`config.mk`:
```
export PLATFORM = sky130hd
export DESIGN_NAME = otr_top
export DESIGN_NICKNAME = d
export VERILOG_FILES = /design/src/otr_pkg.sv /design/src/otr_sample_if.sv /design/src/otr_avg16.sv /design/src/otr_meas.sv /design/src/otr_top.sv
export SDC_FILE = /design/constraint.sdc
export NUM_CORES = 1
export LEC_CHECK = 0
export BUFFER_PORTS_ARGS = -buffer_cell sky130_fd_sc_hd__buf_2
export CORE_AREA = 2 2 246 248
export CTS_CLUSTER_SIZE = 14
export DETAILED_ROUTE_END_ITERATION = 8
export DIE_AREA = 0 0 248 250
export SLEW_MARGIN = 10
export SYNTH_ARGS = -nofsm -noshare
export SYNTH_HDL_FRONTEND = slang
export SYNTH_HIERARCHICAL = 1
export SYNTH_SLANG_ARGS = --single-unit
```
`constraint.sdc`:
```
create_clock -name clock_i -period 4 [get_ports clock_i]
set_input_delay 0.6 -clock clock_i [delete_from_list [all_inputs] [get_ports clock_i]]
set_output_delay 0.6 -clock clock_i [all_outputs]
set_load 0.03 [all_outputs]
```
`src/otr_pkg.sv`:
```
// constants, types and encoding helpers for the output telemetry readout
// assumes one 125 MHz clock; analog converters deliver codes on that clock
package otr_pkg;

   // serial bus identity and command
   localparam logic [6:0]  OTR_DEV_ADDR     = 7'h18;
   localparam logic [7:0]  OTR_CMD_READ_PTR = 8'h80;
   localparam logic [7:0]  OTR_PTR_RESET    = 8'h00;

   // telemetry addresses selected through the read pointer
   localparam logic [7:0]  OTR_TLM_CUR      = 8'h0E;
   localparam logic [7:0]  OTR_TLM_VOLT     = 8'h12;
   localparam logic [7:0]  OTR_TLM_AVG_CUR  = 8'h58;
   localparam logic [7:0]  OTR_TLM_AVG_VOLT = 8'h5A;

   // converter widths and scaling
   localparam int          OTR_CUR_W        = 8;
   localparam int          OTR_VOLT_W       = 12;
   localparam logic [7:0]  OTR_CUR_FULL     = 8'h80;
   localparam int          OTR_SENSE_TH_UV  = 32000;
   localparam int          OTR_CUR_STEPS    = 128;
   localparam int          OTR_CUR_LSB_NV   = OTR_SENSE_TH_UV * 1000 / OTR_CUR_STEPS;
   localparam int          OTR_PAR_BIT      = 15;

   // rolling average window
   localparam int          OTR_AVG_DEPTH    = 16;
   localparam int          OTR_AVG_SHIFT    = 4;

   // refresh timing
   localparam int          OTR_CLK_PERIOD_NS    = 8;
   localparam int          OTR_SAMPLE_PERIOD_NS = 100000;
   localparam int          OTR_SAMPLE_CYCLES    = OTR_SAMPLE_PERIOD_NS / OTR_CLK_PERIOD_NS;

   // serial slave states
   typedef enum logic [2:0] {
      ST_IDLE  = 3'b000,
      ST_ADDR  = 3'b001,
      ST_AACK  = 3'b010,
      ST_WRITE = 3'b011,
      ST_WACK  = 3'b100,
      ST_READ  = 3'b101,
      ST_RACK  = 3'b110
   } otr_i2c_state_t;

   // current word: count in low byte, parity flag in top bit
   function automatic logic [15:0] otr_cur_word(input logic [7:0] count);
      otr_cur_word = {^count, 7'h00, count};
   endfunction

   // voltage word: 12-bit code, upper bits zero
   function automatic logic [15:0] otr_volt_word(input logic [11:0] code);
      otr_volt_word = {4'h0, code};
   endfunction

endpackage

```
`src/otr_sample_if.sv`:
```
// sample strobe and fresh converter codes between the timer and the readout
// assumes both ends run on the same clock
`timescale 1ns/100ps
`default_nettype none
interface otr_sample_if;
   logic        tick;
   logic [7:0]  cur;
   logic [11:0] volt;
   modport src (output tick, output cur, output volt);
   modport snk (input tick, input cur, input volt);
endinterface
`default_nettype wire

```
`src/otr_avg16.sv`:
```
// sixteen-sample rolling average with clear
// assumes tick_i is a one-cycle strobe on the same clock
`timescale 1ns/100ps
`default_nettype none
module otr_avg16
   import otr_pkg::*;
#(
   parameter int W = 8
)(
   // clock and reset
   input  wire logic         clock_i,
   input  wire logic         srst_i,
   // samples
   input  wire logic         clear_i,
   input  wire logic         tick_i,
   input  wire logic [W-1:0] sample_i,
   // result
   output logic      [W-1:0] avg_o
);
   logic [W-1:0]               win [OTR_AVG_DEPTH];
   logic [3:0]                 idx;
   logic [W+OTR_AVG_SHIFT-1:0] sum;

   // window slots; a clear fills them with zero so early averages count zeros
   always_ff @(posedge clock_i)
   begin
      if (srst_i || clear_i)
      begin
         for (int i = 0; i < OTR_AVG_DEPTH; i++)
            win[i] <= '0;
         idx <= 4'h0;
      end
      else if (tick_i)
      begin
         win[idx] <= sample_i;
         idx      <= idx + 4'h1;
      end
   end

   // running sum avoids a 16-input adder every refresh
   always_ff @(posedge clock_i)
   begin
      if (srst_i || clear_i)
         sum <= '0;
      else if (tick_i)
         sum <= sum + (W+OTR_AVG_SHIFT)'(sample_i) - (W+OTR_AVG_SHIFT)'(win[idx]);
   end

   // divide by the window depth
   assign avg_o = sum[W+OTR_AVG_SHIFT-1:OTR_AVG_SHIFT];
endmodule
`default_nettype wire

```
`src/otr_meas.sv`:
```
// refresh timer and capture of instantaneous converter codes
// assumes converter codes are stable on the clock that samples them
`timescale 1ns/100ps
`default_nettype none
module otr_meas
   import otr_pkg::*;
#(
   parameter int SAMPLE_CYCLES = OTR_SAMPLE_CYCLES
)(
   // clock and reset
   input  wire logic        clock_i,
   input  wire logic        srst_i,
   // converter codes
   input  wire logic [7:0]  current_count_i,
   input  wire logic [11:0] voltage_code_i,
   // fresh samples
   otr_sample_if.src        smp
);
   localparam logic [15:0] LAST = 16'(SAMPLE_CYCLES - 1);

   logic [15:0] tmr;
   logic [15:0] gap;
   logic        seen;

   // free-running refresh period counter
   always_ff @(posedge clock_i)
   begin
      if (srst_i || tmr == LAST)
         tmr <= 16'h0000;
      else
         tmr <= tmr + 16'h0001;
   end

   // capture both codes together so they always belong to one refresh
   always_ff @(posedge clock_i)
   begin
      if (srst_i)
      begin
         smp.tick <= 1'b0;
         smp.cur  <= 8'h00;
         smp.volt <= 12'h000;
      end
      else
      begin
         smp.tick <= (tmr == LAST);
         if (tmr == LAST)
         begin
            // codes above full scale clip to 100 percent
            smp.cur  <= (current_count_i > OTR_CUR_FULL) ? OTR_CUR_FULL : current_count_i;
            smp.volt <= voltage_code_i;
         end
      end
   end

   // spacing helper for the refresh check
   always_ff @(posedge clock_i)
   begin
      if (srst_i || smp.tick)
         gap <= 16'h0000;
      else
         gap <= gap + 16'h0001;
      if (srst_i)
         seen <= 1'b0;
      else if (smp.tick)
         seen <= 1'b1;
   end
endmodule
`default_nettype wire

```
`src/otr_top.sv`:
```
// output telemetry readout: refresh, rolling averages and serial slave
// assumes scl and sda come from pins; other inputs are on this clock
//
// Contract
// - instantaneous load current readable at telemetry address 0x0E, relative to threshold.
// - current converter full scale is 128 counts, meaning 100 percent threshold.
// - current count scales to the sense-resistor threshold voltage, not amperes.
// - one current count weighs 0.25 mV, i.e. 32 mV over 128 steps.
// - current high byte carries parity bit; master strips it before use.
// - two rolling 16-sample averages, of output current and output voltage.
// - opening the bus switch clears both averages and restarts accumulation.
// - averages use the same resolution and encoding as instantaneous registers.
// - voltage and current readings refresh every 100 microseconds.
// - serial interface silent while controller supply is below its reset level.
// - every telemetry value returns as two bytes, low byte first.
// - device answers at 7-bit address 0x18; bytes 0x30 write, 0x31 read.
`timescale 1ns/100ps
`default_nettype none
module otr_top
   import otr_pkg::*;
#(
   parameter int SAMPLE_CYCLES = OTR_SAMPLE_CYCLES
)(
   // clock and reset
   input  wire logic        clock_i,
   input  wire logic        srst_i,
   // serial bus pins
   input  wire logic        scl_i,
   input  wire logic        sda_i,
   output logic             sda_o,
   output logic             sda_oe_n_o,
   // converter codes
   input  wire logic [7:0]  current_count_i,
   input  wire logic [11:0] voltage_code_i,
   // supervision
   input  wire logic        bus_switch_open_i,
   input  wire logic        below_controller_supply_reset_level_i
);

   otr_sample_if smp ();

   logic [15:0]     output_current_reading;
   logic [15:0]     output_voltage_reading;
   logic [7:0]      avg_cur;
   logic [11:0]     avg_volt;
   logic [7:0]      read_pointer_register;
   otr_i2c_state_t  state;
   logic [3:0]      bit_cnt;
   logic [7:0]      shift;
   logic [7:0]      tx_byte;
   logic [15:0]     tx_word;
   logic            rw;
   logic            nack;
   logic            byte_hi;
   logic            wr_first;
   logic            cmd_ptr;
   logic            sda_low;
   logic            scl_s1, scl_s2, scl_d;
   logic            sda_s1, sda_s2, sda_d;
   logic            scl_rise, scl_fall, start_seen, stop_seen, mute;

   // refresh timer and capture
   otr_meas #(.SAMPLE_CYCLES(SAMPLE_CYCLES)) u_meas (
      .clock_i         (clock_i),
      .srst_i          (srst_i),
      .current_count_i (current_count_i),
      .voltage_code_i  (voltage_code_i),
      .smp             (smp)
   );

   // rolling averages, held clear while the bus switch is open
   otr_avg16 #(.W(OTR_CUR_W)) u_avg_cur (
      .clock_i  (clock_i),
      .srst_i   (srst_i),
      .clear_i  (bus_switch_open_i),
      .tick_i   (smp.tick),
      .sample_i (smp.cur),
      .avg_o    (avg_cur)
   );

   otr_avg16 #(.W(OTR_VOLT_W)) u_avg_volt (
      .clock_i  (clock_i),
      .srst_i   (srst_i),
      .clear_i  (bus_switch_open_i),
      .tick_i   (smp.tick),
      .sample_i (smp.volt),
      .avg_o    (avg_volt)
   );

   // instantaneous readings; count is a fraction of the sense threshold,
   // each step being the threshold voltage over the full-scale count
   always_ff @(posedge clock_i)
   begin
      if (srst_i)
      begin
         output_current_reading <= 16'h0000;
         output_voltage_reading <= 16'h0000;
      end
      else if (smp.tick)
      begin
         output_current_reading <= otr_cur_word(smp.cur);
         output_voltage_reading <= otr_volt_word(smp.volt);
      end
   end

   // telemetry selection; unmapped addresses read as zero
   function automatic logic [15:0] tlm_word(input logic [7:0] addr);
      case (addr)
         OTR_TLM_CUR:      tlm_word = output_current_reading;
         OTR_TLM_VOLT:     tlm_word = output_voltage_reading;
         OTR_TLM_AVG_CUR:  tlm_word = otr_cur_word(avg_cur);
         OTR_TLM_AVG_VOLT: tlm_word = otr_volt_word(avg_volt);
         default:          tlm_word = 16'h0000;
      endcase
   endfunction

   // pin synchronisers plus one delayed copy for edge detection
   always_ff @(posedge clock_i)
   begin
      if (srst_i)
      begin
         {scl_s1, scl_s2, scl_d} <= 3'h7;
         {sda_s1, sda_s2, sda_d} <= 3'h7;
      end
      else
      begin
         scl_s1 <= scl_i;
         scl_s2 <= scl_s1;
         scl_d  <= scl_s2;
         sda_s1 <= sda_i;
         sda_s2 <= sda_s1;
         sda_d  <= sda_s2;
      end
   end

   // bus events
   assign scl_rise   = scl_s2 & ~scl_d;
   assign scl_fall   = ~scl_s2 & scl_d;
   assign start_seen = scl_s2 & scl_d & sda_d & ~sda_s2;
   assign stop_seen  = scl_s2 & scl_d & ~sda_d & sda_s2;
   assign mute       = below_controller_supply_reset_level_i;

   // serial slave; a start anywhere restarts the address phase
   always_ff @(posedge clock_i)
   begin
      if (srst_i || mute)
      begin
         state    <= ST_IDLE;
         sda_low  <= 1'b0;
         bit_cnt  <= 4'h0;
         shift    <= 8'h00;
         tx_byte  <= 8'h00;
         tx_word  <= 16'h0000;
         rw       <= 1'b0;
         nack     <= 1'b0;
         byte_hi  <= 1'b0;
         wr_first <= 1'b0;
         cmd_ptr  <= 1'b0;
      end
      else if (start_seen)
      begin
         state    <= ST_ADDR;
         sda_low  <= 1'b0;
         bit_cnt  <= 4'h0;
         wr_first <= 1'b1;
         cmd_ptr  <= 1'b0;
      end
      else if (stop_seen)
      begin
         state   <= ST_IDLE;
         sda_low <= 1'b0;
      end
      else
      begin
         case (state)
            ST_ADDR, ST_WRITE:
            begin
               if (scl_rise)
               begin
                  shift   <= {shift[6:0], sda_s2};
                  bit_cnt <= bit_cnt + 4'h1;
               end
               else if (scl_fall && bit_cnt == 4'h8)
               begin
                  bit_cnt <= 4'h0;
                  if (state == ST_ADDR)
                  begin
                     // foreign address: drop off the bus until the next start
                     if (shift[7:1] == OTR_DEV_ADDR)
                     begin
                        state   <= ST_AACK;
                        sda_low <= 1'b1;
                        rw      <= shift[0];
                        byte_hi <= 1'b0;
                        tx_word <= tlm_word(read_pointer_register);
                     end
                     else
                        state <= ST_IDLE;
                  end
                  else
                  begin
                     // other command bytes are acknowledged and ignored
                     state    <= ST_WACK;
                     sda_low  <= 1'b1;
                     wr_first <= 1'b0;
                     if (wr_first)
                        cmd_ptr <= (shift == OTR_CMD_READ_PTR);
                     else
                        cmd_ptr <= 1'b0; // bytes after the pointer leave it alone
                  end
               end
            end
            ST_AACK:
            begin
               if (scl_fall)
               begin
                  if (rw)
                  begin
                     state   <= ST_READ;
                     tx_byte <= tx_word[7:0];
                     sda_low <= ~tx_word[7];
                     bit_cnt <= 4'h1;
                  end
                  else
                  begin
                     state   <= ST_WRITE;
                     sda_low <= 1'b0;
                  end
               end
            end
            ST_WACK:
            begin
               if (scl_fall)
               begin
                  state   <= ST_WRITE;
                  sda_low <= 1'b0;
               end
            end
            ST_READ:
            begin
               if (scl_fall)
               begin
                  if (bit_cnt == 4'h8)
                  begin
                     state   <= ST_RACK;
                     sda_low <= 1'b0;
                     bit_cnt <= 4'h0;
                     byte_hi <= ~byte_hi;
                  end
                  else
                  begin
                     tx_byte <= {tx_byte[6:0], 1'b0};
                     sda_low <= ~tx_byte[6];
                     bit_cnt <= bit_cnt + 4'h1;
                  end
               end
            end
            ST_RACK:
            begin
               if (scl_rise)
                  nack <= sda_s2;
               else if (scl_fall)
               begin
                  if (nack)
                     state <= ST_IDLE;
                  else
                  begin
                     // low byte then high byte, wrapping if read goes on
                     state   <= ST_READ;
                     tx_byte <= byte_hi ? tx_word[15:8] : tx_word[7:0];
                     sda_low <= byte_hi ? ~tx_word[15] : ~tx_word[7];
                     bit_cnt <= 4'h1;
                  end
               end
            end
            default:
               state <= ST_IDLE;
         endcase
      end
   end

   // read pointer: the byte right after the pointer command
   always_ff @(posedge clock_i)
   begin
      if (srst_i)
         read_pointer_register <= OTR_PTR_RESET;
      else if (!mute && !start_seen && !stop_seen && state == ST_WRITE && scl_fall
               && bit_cnt == 4'h8 && !wr_first && cmd_ptr)
         read_pointer_register <= shift;
   end

   // open-drain data pin: enable low only while pulling low
   assign sda_o      = 1'b0;
   assign sda_oe_n_o = ~sda_low;
endmodule
`default_nettype wire

```
==> results.md, run 1 <==
- Status: completed
- Root Buffer: clkbuf_16
- CP Depth: 12
- Post-synthesis simple-gate area fraction: 15.9%
- Num Clock Sinks: roughly 480
- CP Capture Type: flop
- Slowest CP cell: fa_1
- Ports: 28
- CP endpoint: u_avg_volt/sum[14]
- Setup CP Type: flop to flop
- Worst path top cell family by delay: multiplexers
- Synth cell types: 90
- FMAX: 0.254 GHz
- Die Width: 248 um
- # nets final: approximately 2100
- Relative slew slack: a little over a quarter
- Die area: about 62000 um^2
- Final core utilization: 45.5%
- Reg2reg path depth: 12
- Reg area: 12800 um^2
- DRC violations left: 0
- CTS tree: done
- HPWL after DPL: 41.6 mm
- Mux contribution to synthesized area: 12.0%
- Final setup vio count: 0
- Layout area overhead: 14.8%
- Leak Pwr: 9.22 nW
- CTS Hold Buffers Added: 0
- Area post-placement: 24900 um^2
- Largest area contributor in the netlist: edfxtp_1
- Synth Area per Inst: between 10 and 15 um^2
- Critical Path AT: ~4.5 ns
- Vias in the first global route: approximately 16000
- Synth Cell Area: 23600 um^2
- Synth Area in Compound Gates: 7.04%
- IO buf count: 26
- TNS Setup: 0 ns
- Post-synth top area share: 40.7%
- Placed Cells: 2746
- Most common cell after layout, fill and taps aside: edfxtp_1
- CTS Buf Count: 52
- First-pass DRT Iterations: 5
- Drt wl/cell: 22.2 um
- Slew @ Worst Pin: 1.09 ns
- DRT iter0 DRCs: ~1600
- Max-Cap Viols: 0
- Nature of the critical path startpoint: flop
- Tcrit/Tclk final: between 90% and 100%
- Routed via count: 16598
- Largest net degree at the start of global routing: a little under 50
- Crit-path most repeated cell: mux4_2
- RSZ-0062 raised after global routing: true
- Diode count: 0
- Post-route insts no fill: 2857
- Clock slew at reported path FFs: 0.06 ns
- Fin area: 27100 um^2
- Synth warn: 6
- Hold_sp: sda_i
- Post-Synth XOR/XNOR Area: 1.60%
- Largest family of logic cells by synthesized area: simple AND/OR/NAND/NOR gates
- Clock Tree Buf Depth: 3
- Htree depth: 2
- Buf/Inv on CP: 2
- Worst vdd ir: 0.305 mV
- Post-synthesis register bit count: 477
- Adder-cell share of the synthesized area: 3.82%
- Initial antenna violation count: 0
- Fillers: around 5300
- Global route overflow: 0
- Row count: 90
- Min Tclk post-route: 3.94 ns
- Fin Clk Skew: 0.0368 ns
- Top_reg_cell synth: edfxtp_1
- FF-to-FF End: u_avg_volt/sum[14]
- Number of synthesized flops with an enable pin: 320
- Antenna-violating nets left: 0
- Sequential-to-total area share from yosys stat: 54.0%
- Placer Congestion: 0.865
- Core area: 59600 um^2
- Post-DR vias/cell: 5.81
- Syn nets: 2082
- Multi-input gate area: between 9000 and 10000 um^2
- Largest cells by area after synthesis: edfxtp_1 (41%), dfxtp_1 (13%), mux4_2 (7.2%)
- First-pass GRT wire length: 97.3 mm
- Final Max Slew Viols: 0
- CP Max Fanout: 8
- Syn Inst Count: 1996
- Most frequent cells in the layout: edfxtp_1 (320), nor3_1 (267), dfxtp_1 (151)
- Clock latency on the worst-skew pair: around 0.63 ns
- Tot GR Track Use: between 20 and 25%
- Chip Height: 250 um
- CP max stage delay: 0.57 ns
- Layout cell share with drive strength beyond 1: 21.2%
- Total Wirelength: 63.5 mm
- Hold Vio Cnt, Final: 0
- FF-to-FF setup slack: approximately 0.056 ns
- PD cells: around 400 nW/um^2
- CP cell instances: buf_12 > mux4_2 > mux4_2 > fa_1 > inv_2 > ha_4 > nor2b_4 > o31a_4 > o311a_1 > a211oi_2 > mux2_4 > o31ai_1
- Fraction of registers with async set/reset: 0%
- Starting density of the core: 39.6%
- Min-delay worst type: input port to flop
- Worst EP required: 4.54 ns
## registers in the layout, summed over array words and instances, names as in the netlist, 3 cells and up, named ones only
signal and count:
u_meas/tmr 16, u_meas/smp.cur 8, u_meas/smp.volt 12, u_avg_volt/win 192, bit_cnt 4, output_voltage_reading 12
u_avg_volt/sum 16, u_avg_cur/idx 4, shift 8, u_avg_cur/win 128, read_pointer_register 8, u_avg_volt/idx 4
tx_word 13, tx_byte 7, output_current_reading 9, u_avg_cur/sum 12, state 3
## how the worst min path moves through the flow
stage | end | slack, ns | depth (start not counted)
finish | sda_s1 | 0.15 | 2
global route | sda_s1 | 0.13 | 2
CTS | sda_s1 | 0.12 | 2
detailed placement | scl_s2 | 0.39 | 1
global placement | scl_s2 | 0.40 | 1
floorplan | scl_s2 | 0.39 | 1
## report_power, final
part           leakage, nW  internal [mW]  switching [mW]
Clock                0.846           2.77            2.07
Combinational         3.54          0.175           0.257
Sequential            4.84           5.38          0.0490
Total                 9.22           8.33            2.37
## worst register-to-register path: stages, from the launching register on
cell,delay [ns]
dfxtp_4,0.50
buf_12,0.18
mux4_2,0.50
mux4_2,0.50
fa_1,0.57
inv_2,0.05
ha_4,0.22
nor2b_4,0.13
o31a_4,0.30
o311a_1,0.30
a211oi_2,0.23
mux2_4,0.33
o31ai_1,0.06
## synthesized netlist by cell type (11+ instances only)
| master | instances |
|---|---|
| dfxtp_1 | 157 |
| clkinv_1 | 18 |
| o21ai_0 | 53 |
| mux4_2 | 76 |
| inv_1 | 86 |
| nand4_1 | 16 |
| nand2_1 | 112 |
| buf_1 | 15 |
| a21oi_1 | 68 |
| buf_2 | 16 |
| nand3_1 | 37 |
| xnor2_1 | 32 |
| mux2i_1 | 39 |
| a211oi_1 | 11 |
| edfxtp_1 | 320 |
| clkbuf_1 | 127 |
| nor2_1 | 108 |
| a31oi_1 | 12 |
| ha_1 | 40 |
| o31ai_1 | 17 |
| or2_2 | 11 |
| nor3_1 | 267 |
| fa_1 | 20 |
| buf_4 | 23 |
| nor4_1 | 87 |
| mux4_1 | 24 |
| xor2_1 | 11 |
## routing by layer
metal  wire, um  global-route usage, %
met5          0                      0
met1      27400                   28.1
met2      29900                   32.4
met3       4350                   3.61
met4       1800                   6.50
## layout make-up
cell class	count	area share (%)
flip-flops and latches	477	47.1
clock inverters	30	1.14
repair buffers	173	5.05
multi-input cells	1223	36.5
inverters	104	1.44
well taps	782	3.61
clock buffers	68	5.21
## stage by stage
step                setup slack [ns]  hold slack [ns]  total power, mW
floorplan                     0.0424            0.389             5.74
global placement             -0.0365            0.396             5.92
detailed placement           -0.0333            0.393             5.93
CTS                         0.000902            0.121             10.8
global route                 -0.0272            0.132             11.0
finish                        0.0564            0.151             10.7
## what timing repair did
item | 4_1_cts | 5_1_grt
gates cloned | 0 | 1
pin swaps | 2 | 18
resized for setup | 5 | 63
buffers inserted | 1 | 11
endpoints found under the setup margin | 3 | 12
## kinds of logic after synthesis
group                      after synthesis
other                                    1
buffers and inverters                  296
DFF                                    477
xor gates and xnor gates                43
muxes                                  148
and+or+nand+nor                        720
adders and majority gates               60
AOI/OAI and AO/OA                      251
No activity file was read; power rests on OpenSTA's default activity.
==> run 2: changes to the inputs <==
--- a/config.mk
+++ b/config.mk
@@ -7,6 +7,7 @@
 export LEC_CHECK = 0
 export BUFFER_PORTS_ARGS = -buffer_cell sky130_fd_sc_hd__buf_2
 export CORE_AREA = 2 2 246 248
+export CTS_BUF_LIST = sky130_fd_sc_hd__clkbuf_4
 export CTS_CLUSTER_SIZE = 14
 export DETAILED_ROUTE_END_ITERATION = 8
 export DIE_AREA = 0 0 248 250
==> results.md, run 2 (same netlist as run 1, synthesis figures left out) <==
- CP Max Fanout: 8 (unchanged)
- Chip Height: 250 um (unchanged)
- CP Capture Type: flop (unchanged)
- Setup CP Type: flop to flop (unchanged)
- Post-route insts no fill: 3025 (was 2857)
- Most frequent cells in the layout: edfxtp_1 (320), nor3_1 (267), clkbuf_4 (200) (was edfxtp_1 (320), nor3_1 (267), dfxtp_1 (151))
- Clock latency on the worst-skew pair: 0.94 ns (was 0.63 ns)
- Status: completed (unchanged)
- Area post-placement: 24900 um^2 (unchanged)
- Post-DR vias/cell: 5.67 (was 5.81)
- Tot GR Track Use: 20.9% (was 20.4%)
- Relative slew slack: 26.2% (was 27.1%)
- Core area: 59600 um^2 (unchanged)
- Max reg flops: 192 (unchanged)
- Die Width: 248 um (unchanged)
- Clock Tree Buf Depth: 3 (unchanged)
- Root Buffer: clkbuf_4 (was clkbuf_16)
- Drt wl/cell: 21.3 um (was 22.2 um)
- First-pass GRT wire length: 99.3 mm (was 97.3 mm)
- Vias in the first global route: 17216 (was 16343)
- Ports: 28 (unchanged)
- Total Wirelength: 64.4 mm (was 63.5 mm)
- DRT iter0 DRCs: 1350 (was 1584)
- Min Tclk post-route: 3.94 ns (about the same)
- Placer Congestion: 0.865 (unchanged)
- Clock slew at reported path FFs: 0.07 ns (was 0.06 ns)
- Largest net degree at the start of global routing: 49 (unchanged)
- HPWL after DPL: 41.6 mm (unchanged)
- Most common cell after layout, fill and taps aside: edfxtp_1 (unchanged)
- Placed Cells: 2746 (unchanged)
- Starting density of the core: 39.6% (unchanged)
- Max-Cap Viols: 0 (unchanged)
- CP max stage delay: 0.54 ns (was 0.57 ns)
- Slew @ Worst Pin: 1.10 ns (was 1.09 ns)
- Critical Path AT: 4.74 ns (was 4.48 ns)
- Row count: 90 (unchanged)
- PD cells: 380 nW/um^2 (was 395 nW/um^2)
- CP cell instances: clkbuf_16 > mux4_2 > mux4_2 > fa_1 > inv_1 > ha_4 > a21oi_4 > buf_4 > nor4_4 > o21bai_2 > and4_1 > nor4_2 > nand2_1 (was buf_12 > mux4_2 > mux4_2 > fa_1 > inv_2 > ha_4 > nor2b_4 > o31a_4 > o311a_1 > a211oi_2 > mux2_4 > o31ai_1)
- Leak Pwr: 9.54 nW (was 9.22 nW)
- CTS Buf Count: 133 (was 52)
- Largest regs: u_avg_volt/win (192), u_avg_cur/win (128) (unchanged)
- CTS tree: done (unchanged)
- Worst vdd ir: 0.256 mV (was 0.305 mV)
- Tcrit/Tclk final: 98.4% (was 98.6%)
- Layout cell share with drive strength beyond 1: 26.0% (was 21.2%)
- Slowest CP cell: mux4_2 (was fa_1)
- Initial antenna violation count: 2 (was 0)
- Nature of the critical path startpoint: flop (unchanged)
- Largest Register: u_avg_volt/win (unchanged)
- PnR worst setup slack: 0.0624 ns (was 0.0564 ns)
- First-pass DRT Iterations: 5 (unchanged)
- Htree depth: 4 (was 2)
- FMAX: 0.254 GHz (about the same)
- Final Max Slew Viols: 0 (unchanged)
- DRC violations left: 0 (unchanged)
- Worst EP required: 4.80 ns (was 4.54 ns)
- Global route overflow: 0 (unchanged)
- RSZ-0062 raised after global routing: true (unchanged)
- Hold Vio Cnt, Final: 0 (unchanged)
- Fin area: 27500 um^2 (was 27100 um^2)
- Min-delay worst type: input port to flop (unchanged)
- Fin Clk Skew: 0.0607 ns (was 0.0368 ns)
- TNS Setup: 0 ns (unchanged)
- # nets final: 2228 (was 2117)
- Crit-path most repeated cell: mux4_2 (unchanged)
- Final setup vio count: 0 (unchanged)
- Num Clock Sinks: 477 (unchanged)
- Routed via count: 17142 (was 16598)
- IO buf count: 26 (unchanged)
- Final hold slack: 0.148 ns (was 0.151 ns)
- Pre-CTS setup slack: -0.0333 ns (unchanged)
- Die area: 62000 um^2 (unchanged)
- Layout area overhead: 16.4% (was 14.8%)
- Antenna-violating nets left: 0 (unchanged)
==> run 2: cell types whose count changed in the layout (fill, tap and decap cells not counted), moves of 3 or more <==
cell / before / now
diode_2: 0 / 3
buf_4: 133 / 136
clkbuf_16: 53 / 1
clkbuf_8: 5 / 0
clkinv_2: 13 / 2
clkbuf_1: 11 / 0
clkinv_1: 24 / 38
clkbuf_4: 0 / 200
dlygate4sd3_1: 0 / 27
==> run 2: cell type report <==
cell class / instances / area (um^2)
Antenna cell: 3 / 7.51
Clock buffer: 200 / 1500
Clock inverter: 33 / 231
Fill cell: 5381 / 32100
Inverter: 104 / 390
Multi-Input combinational cell: 1223 / 9940
Sequential cell: 477 / 12800
Tap cell: 782 / 978
Timing Repair Buffer: 203 / 1660
==> run 2: per-layer routing <==
metal / share of wire [%] / GRT usage (%)
met5: 0 / 0
met4: 2.1 / 6.67
met3: 7.2 / 4.68
met2: 48 / 33.3
met1: 43 / 28.1
==> run 2: critical path: cells and delay by family, from the launching register on <==
kind | cells | cell delay, ns
adder cells (fa/ha/maj) | 2 | 0.80
flip-flops | 1 | 0.50
multiplexers | 2 | 1.07
AND/OR/NAND/NOR | 4 | 0.77
buffers and inverters | 3 | 0.44
AO/OA/AOI/OAI | 2 | 0.20
==> run 2: power breakdown <==
part / internal (mW) / switching, mW / total (mW) / leakage (nW)
Sequential: 5.38 / 0.0489 / 5.43 / 4.84
Clock: 2.48 / 2.09 / 4.57 / 1.02
Combinational: 0.187 / 0.260 / 0.446 / 3.68
==> run 2: metrics by stage <==
stage	total power [mW]	util, %
5_1_grt	10.9	46.1
6_report	10.4	46.1
2_1_floorplan	5.74	-
3_3_place_gp	5.92	41.8
3_5_place_dp	5.93	41.8
4_1_cts	10.5	45.3
==> run 2: worst paths after layout <==
path | startpoint | end | slack (ns) | depth (start not counted)
worst min register to register | scl_s1 | scl_s2 | 0.41 | 1
worst max register to register | flop | u_avg_volt/sum[15] | 0.06 | 13
worst min-delay path | below_controller_supply_reset_level_i | tx_word[15] | 0.15 | 4
worst max-delay path | flop | u_avg_volt/sum[15] | 0.06 | 13
==> run 2: repair_timing <==
action / in CTS / in global routing
endpoints found under the setup margin: 4 / 12
gates cloned: 0 / 1
hold endpoints to repair: 26 / 0
buffers inserted: 1 / 14
pin swaps: 2 / 31
hold buffers: 27 / 0
gates resized for setup: 5 / 69
==> run 3: changes to the inputs <==
--- a/config.mk
+++ b/config.mk
@@ -6,11 +6,14 @@
 export NUM_CORES = 1
 export LEC_CHECK = 0
 export BUFFER_PORTS_ARGS = -buffer_cell sky130_fd_sc_hd__buf_2
+export CELL_PAD_IN_SITES_DETAIL_PLACEMENT = 1
+export CELL_PAD_IN_SITES_GLOBAL_PLACEMENT = 2
 export CORE_AREA = 2 2 246 248
 export CTS_BUF_LIST = sky130_fd_sc_hd__clkbuf_4
 export CTS_CLUSTER_SIZE = 14
 export DETAILED_ROUTE_END_ITERATION = 8
 export DIE_AREA = 0 0 248 250
+export PLACE_DENSITY_LB_ADDON = 0.1
 export SLEW_MARGIN = 10
 export SYNTH_ARGS = -nofsm -noshare
 export SYNTH_HDL_FRONTEND = slang
==> results.md, run 3 (same netlist as run 1, synthesis figures left out) <==
- Largest Register: u_avg_volt/win (unchanged)
- CP Max Fanout: 8 (unchanged)
- # nets final: 2244 (was 2228)
- CTS Buf Count: 141 (was 133)
- Core area: 59600 um^2 (unchanged)
- Area post-placement: 25100 um^2 (was 24900 um^2)
- Pre-CTS setup slack: -0.108 ns (was -0.0333 ns)
- Ports: 28 (unchanged)
- Routed via count: 17227 (was 17142)
- Final Max Slew Viols: 0 (unchanged)
- First-pass GRT wire length: 110 mm (was 99.3 mm)
- Pwr Total: 10.8 mW (was 10.4 mW)
- Fin Clk Skew: 0.0710 ns (was 0.0607 ns)
- Layout area overhead: 17.4% (was 16.4%)
- PD cells: 390 nW/um^2 (was 380 nW/um^2)
- RSZ-0062 raised after global routing: true (unchanged)
- TNS Setup: 0 ns (unchanged)
- Largest net degree at the start of global routing: 62 (was 49)
- Min-delay worst type: input port to flop (unchanged)
- Setup CP Type: flop to flop (unchanged)
- Die area: 62000 um^2 (unchanged)
- PnR worst setup slack: 0.0271 ns (was 0.0624 ns)
- Clock latency on the worst-skew pair: 1.03 ns (was 0.94 ns)
- Nature of the critical path startpoint: flop (unchanged)
- Most frequent cells in the layout: edfxtp_1 (320), nor3_1 (267), clkbuf_4 (220) (was edfxtp_1 (320), nor3_1 (267), clkbuf_4 (200))
- Tot GR Track Use: 23.5% (was 20.9%)
- Clock slew at reported path FFs: 0.07 ns (about the same)
- Initial antenna violation count: 3 (was 2)
- Most common cell after layout, fill and taps aside: edfxtp_1 (unchanged)
- Largest regs: u_avg_volt/win (192), u_avg_cur/win (128) (unchanged)
- FMAX: 0.252 GHz (was 0.254 GHz)
- Min Tclk post-route: 3.97 ns (was 3.94 ns)
- Max reg flops: 192 (unchanged)
- Leak Pwr: 9.66 nW (was 9.54 nW)
- Chip Height: 250 um (unchanged)
- Row count: 90 (unchanged)
- Drt wl/cell: 23.2 um (was 21.3 um)
- Worst vdd ir: 0.268 mV (was 0.256 mV)
- Critical Path AT: 4.88 ns (was 4.74 ns)
- Placer Congestion: 0.816 (was 0.865)
- Num Clock Sinks: 477 (unchanged)
- CTS tree: done (unchanged)
- DRT iter0 DRCs: 1061 (was 1350)
- Post-DR vias/cell: 5.64 (was 5.67)
- Global route overflow: 0 (unchanged)
- Max-Cap Viols: 0 (unchanged)
- FF-to-FF setup slack: 0.03 ns (was 0.06 ns)
- Tcrit/Tclk final: 99.3% (was 98.4%)
- Die Width: 248 um (unchanged)
- Starting density of the core: 39.6% (unchanged)
- Hold Vio Cnt, Final: 0 (unchanged)
- Final core utilization: 46.5% (was 46.1%)
- HPWL after DPL: 46.6 mm (was 41.6 mm)
- Root Buffer: clkbuf_4 (unchanged)
- Final setup vio count: 0 (unchanged)
- Fin area: 27700 um^2 (was 27500 um^2)
- CP Capture Type: flop (unchanged)
- DRC violations left: 0 (unchanged)
- Total Wirelength: 71.0 mm (was 64.4 mm)
- Antenna-violating nets left: 0 (unchanged)
- Vias in the first global route: 18257 (was 17216)
- Layout cell share with drive strength beyond 1: 27.6% (was 26.0%)
- First-pass DRT Iterations: 5 (unchanged)
- Worst EP required: 4.91 ns (was 4.80 ns)
- Slew @ Worst Pin: 1.13 ns (was 1.10 ns)
- Htree depth: 4 (unchanged)
- Relative slew slack: 25.0% (was 26.2%)
- Status: completed (unchanged)
- IO buf count: 26 (unchanged)
- Clock Tree Buf Depth: 3 (unchanged)
## run 3: final timing paths
path | startpoint | endpoint | depth (start not counted)
max reg2reg | flop | u_avg_volt/sum[14] | 11
min reg2reg | scl_s1 | scl_s2 | 1
min | below_controller_supply_reset_level_i | tx_byte[2] | 4
max | flop | u_avg_volt/sum[14] | 11
## run 3: metrics by stage
stage / hold slack, ns / std cells
floorplan: 0.389 / 1996
global placement: 0.395 / 2758
detailed placement: 0.400 / 2758
CTS: 0.00969 / 3040
global route: 0.101 / 3051
finish: 0.103 / 3055
## run 3: worst max-delay path, cell delays in order (launching register included)
cell and delay, ns:
dfxtp_4 0.47, buf_4 0.19, mux4_2 0.52, mux4_2 0.53
fa_2 0.58, fa_2 0.24, nor2b_4 0.05, o31a_4 0.36
o311a_1 0.32, a211oi_2 0.20, mux2_1 0.34, o31ai_1 0.06
## run 3: layout make-up
cell class | count | area [um^2]
well taps | 782 | 978
fillers | 6325 | 31900
multi-input cells | 1223 | 9950
repair buffers | 211 | 1740
clock inverters | 29 | 226
flip-flops and latches | 477 | 12800
clock buffers | 220 | 1650
inverters | 104 | 390
diodes | 9 | 22.5
## run 3: repair_timing
action,4_1_cts,5_1_grt
gates resized for setup,23,55
pin swaps,7,32
setup buffers,4,8
hold buffers,28,0
gates cloned,1,0
endpoints found under the hold margin,22,0
endpoints found under the setup margin,8,12
## run 3: per-layer routing
| metal | vias to the layer above | GRT usage (%) | share of wire, % |
|---|---|---|---|
| li1 | 7937 | - | - |
| met5 | - | 0 | 0.018 |
| met4 | 2 | 9.22 | 2.5 |
| met3 | 140 | 5.20 | 5.9 |
| met1 | 8680 | 31.7 | 45 |
| met2 | 468 | 36.7 | 47 |
## run 3: where the power goes
| part | switching (mW) | leakage (nW) | internal, mW | total [mW] |
|---|---|---|---|---|
| Combinational | 0.258 | 3.70 | 0.188 | 0.447 |
| Clock | 2.24 | 1.13 | 2.69 | 4.94 |
| Sequential | 0.0544 | 4.84 | 5.38 | 5.43 |
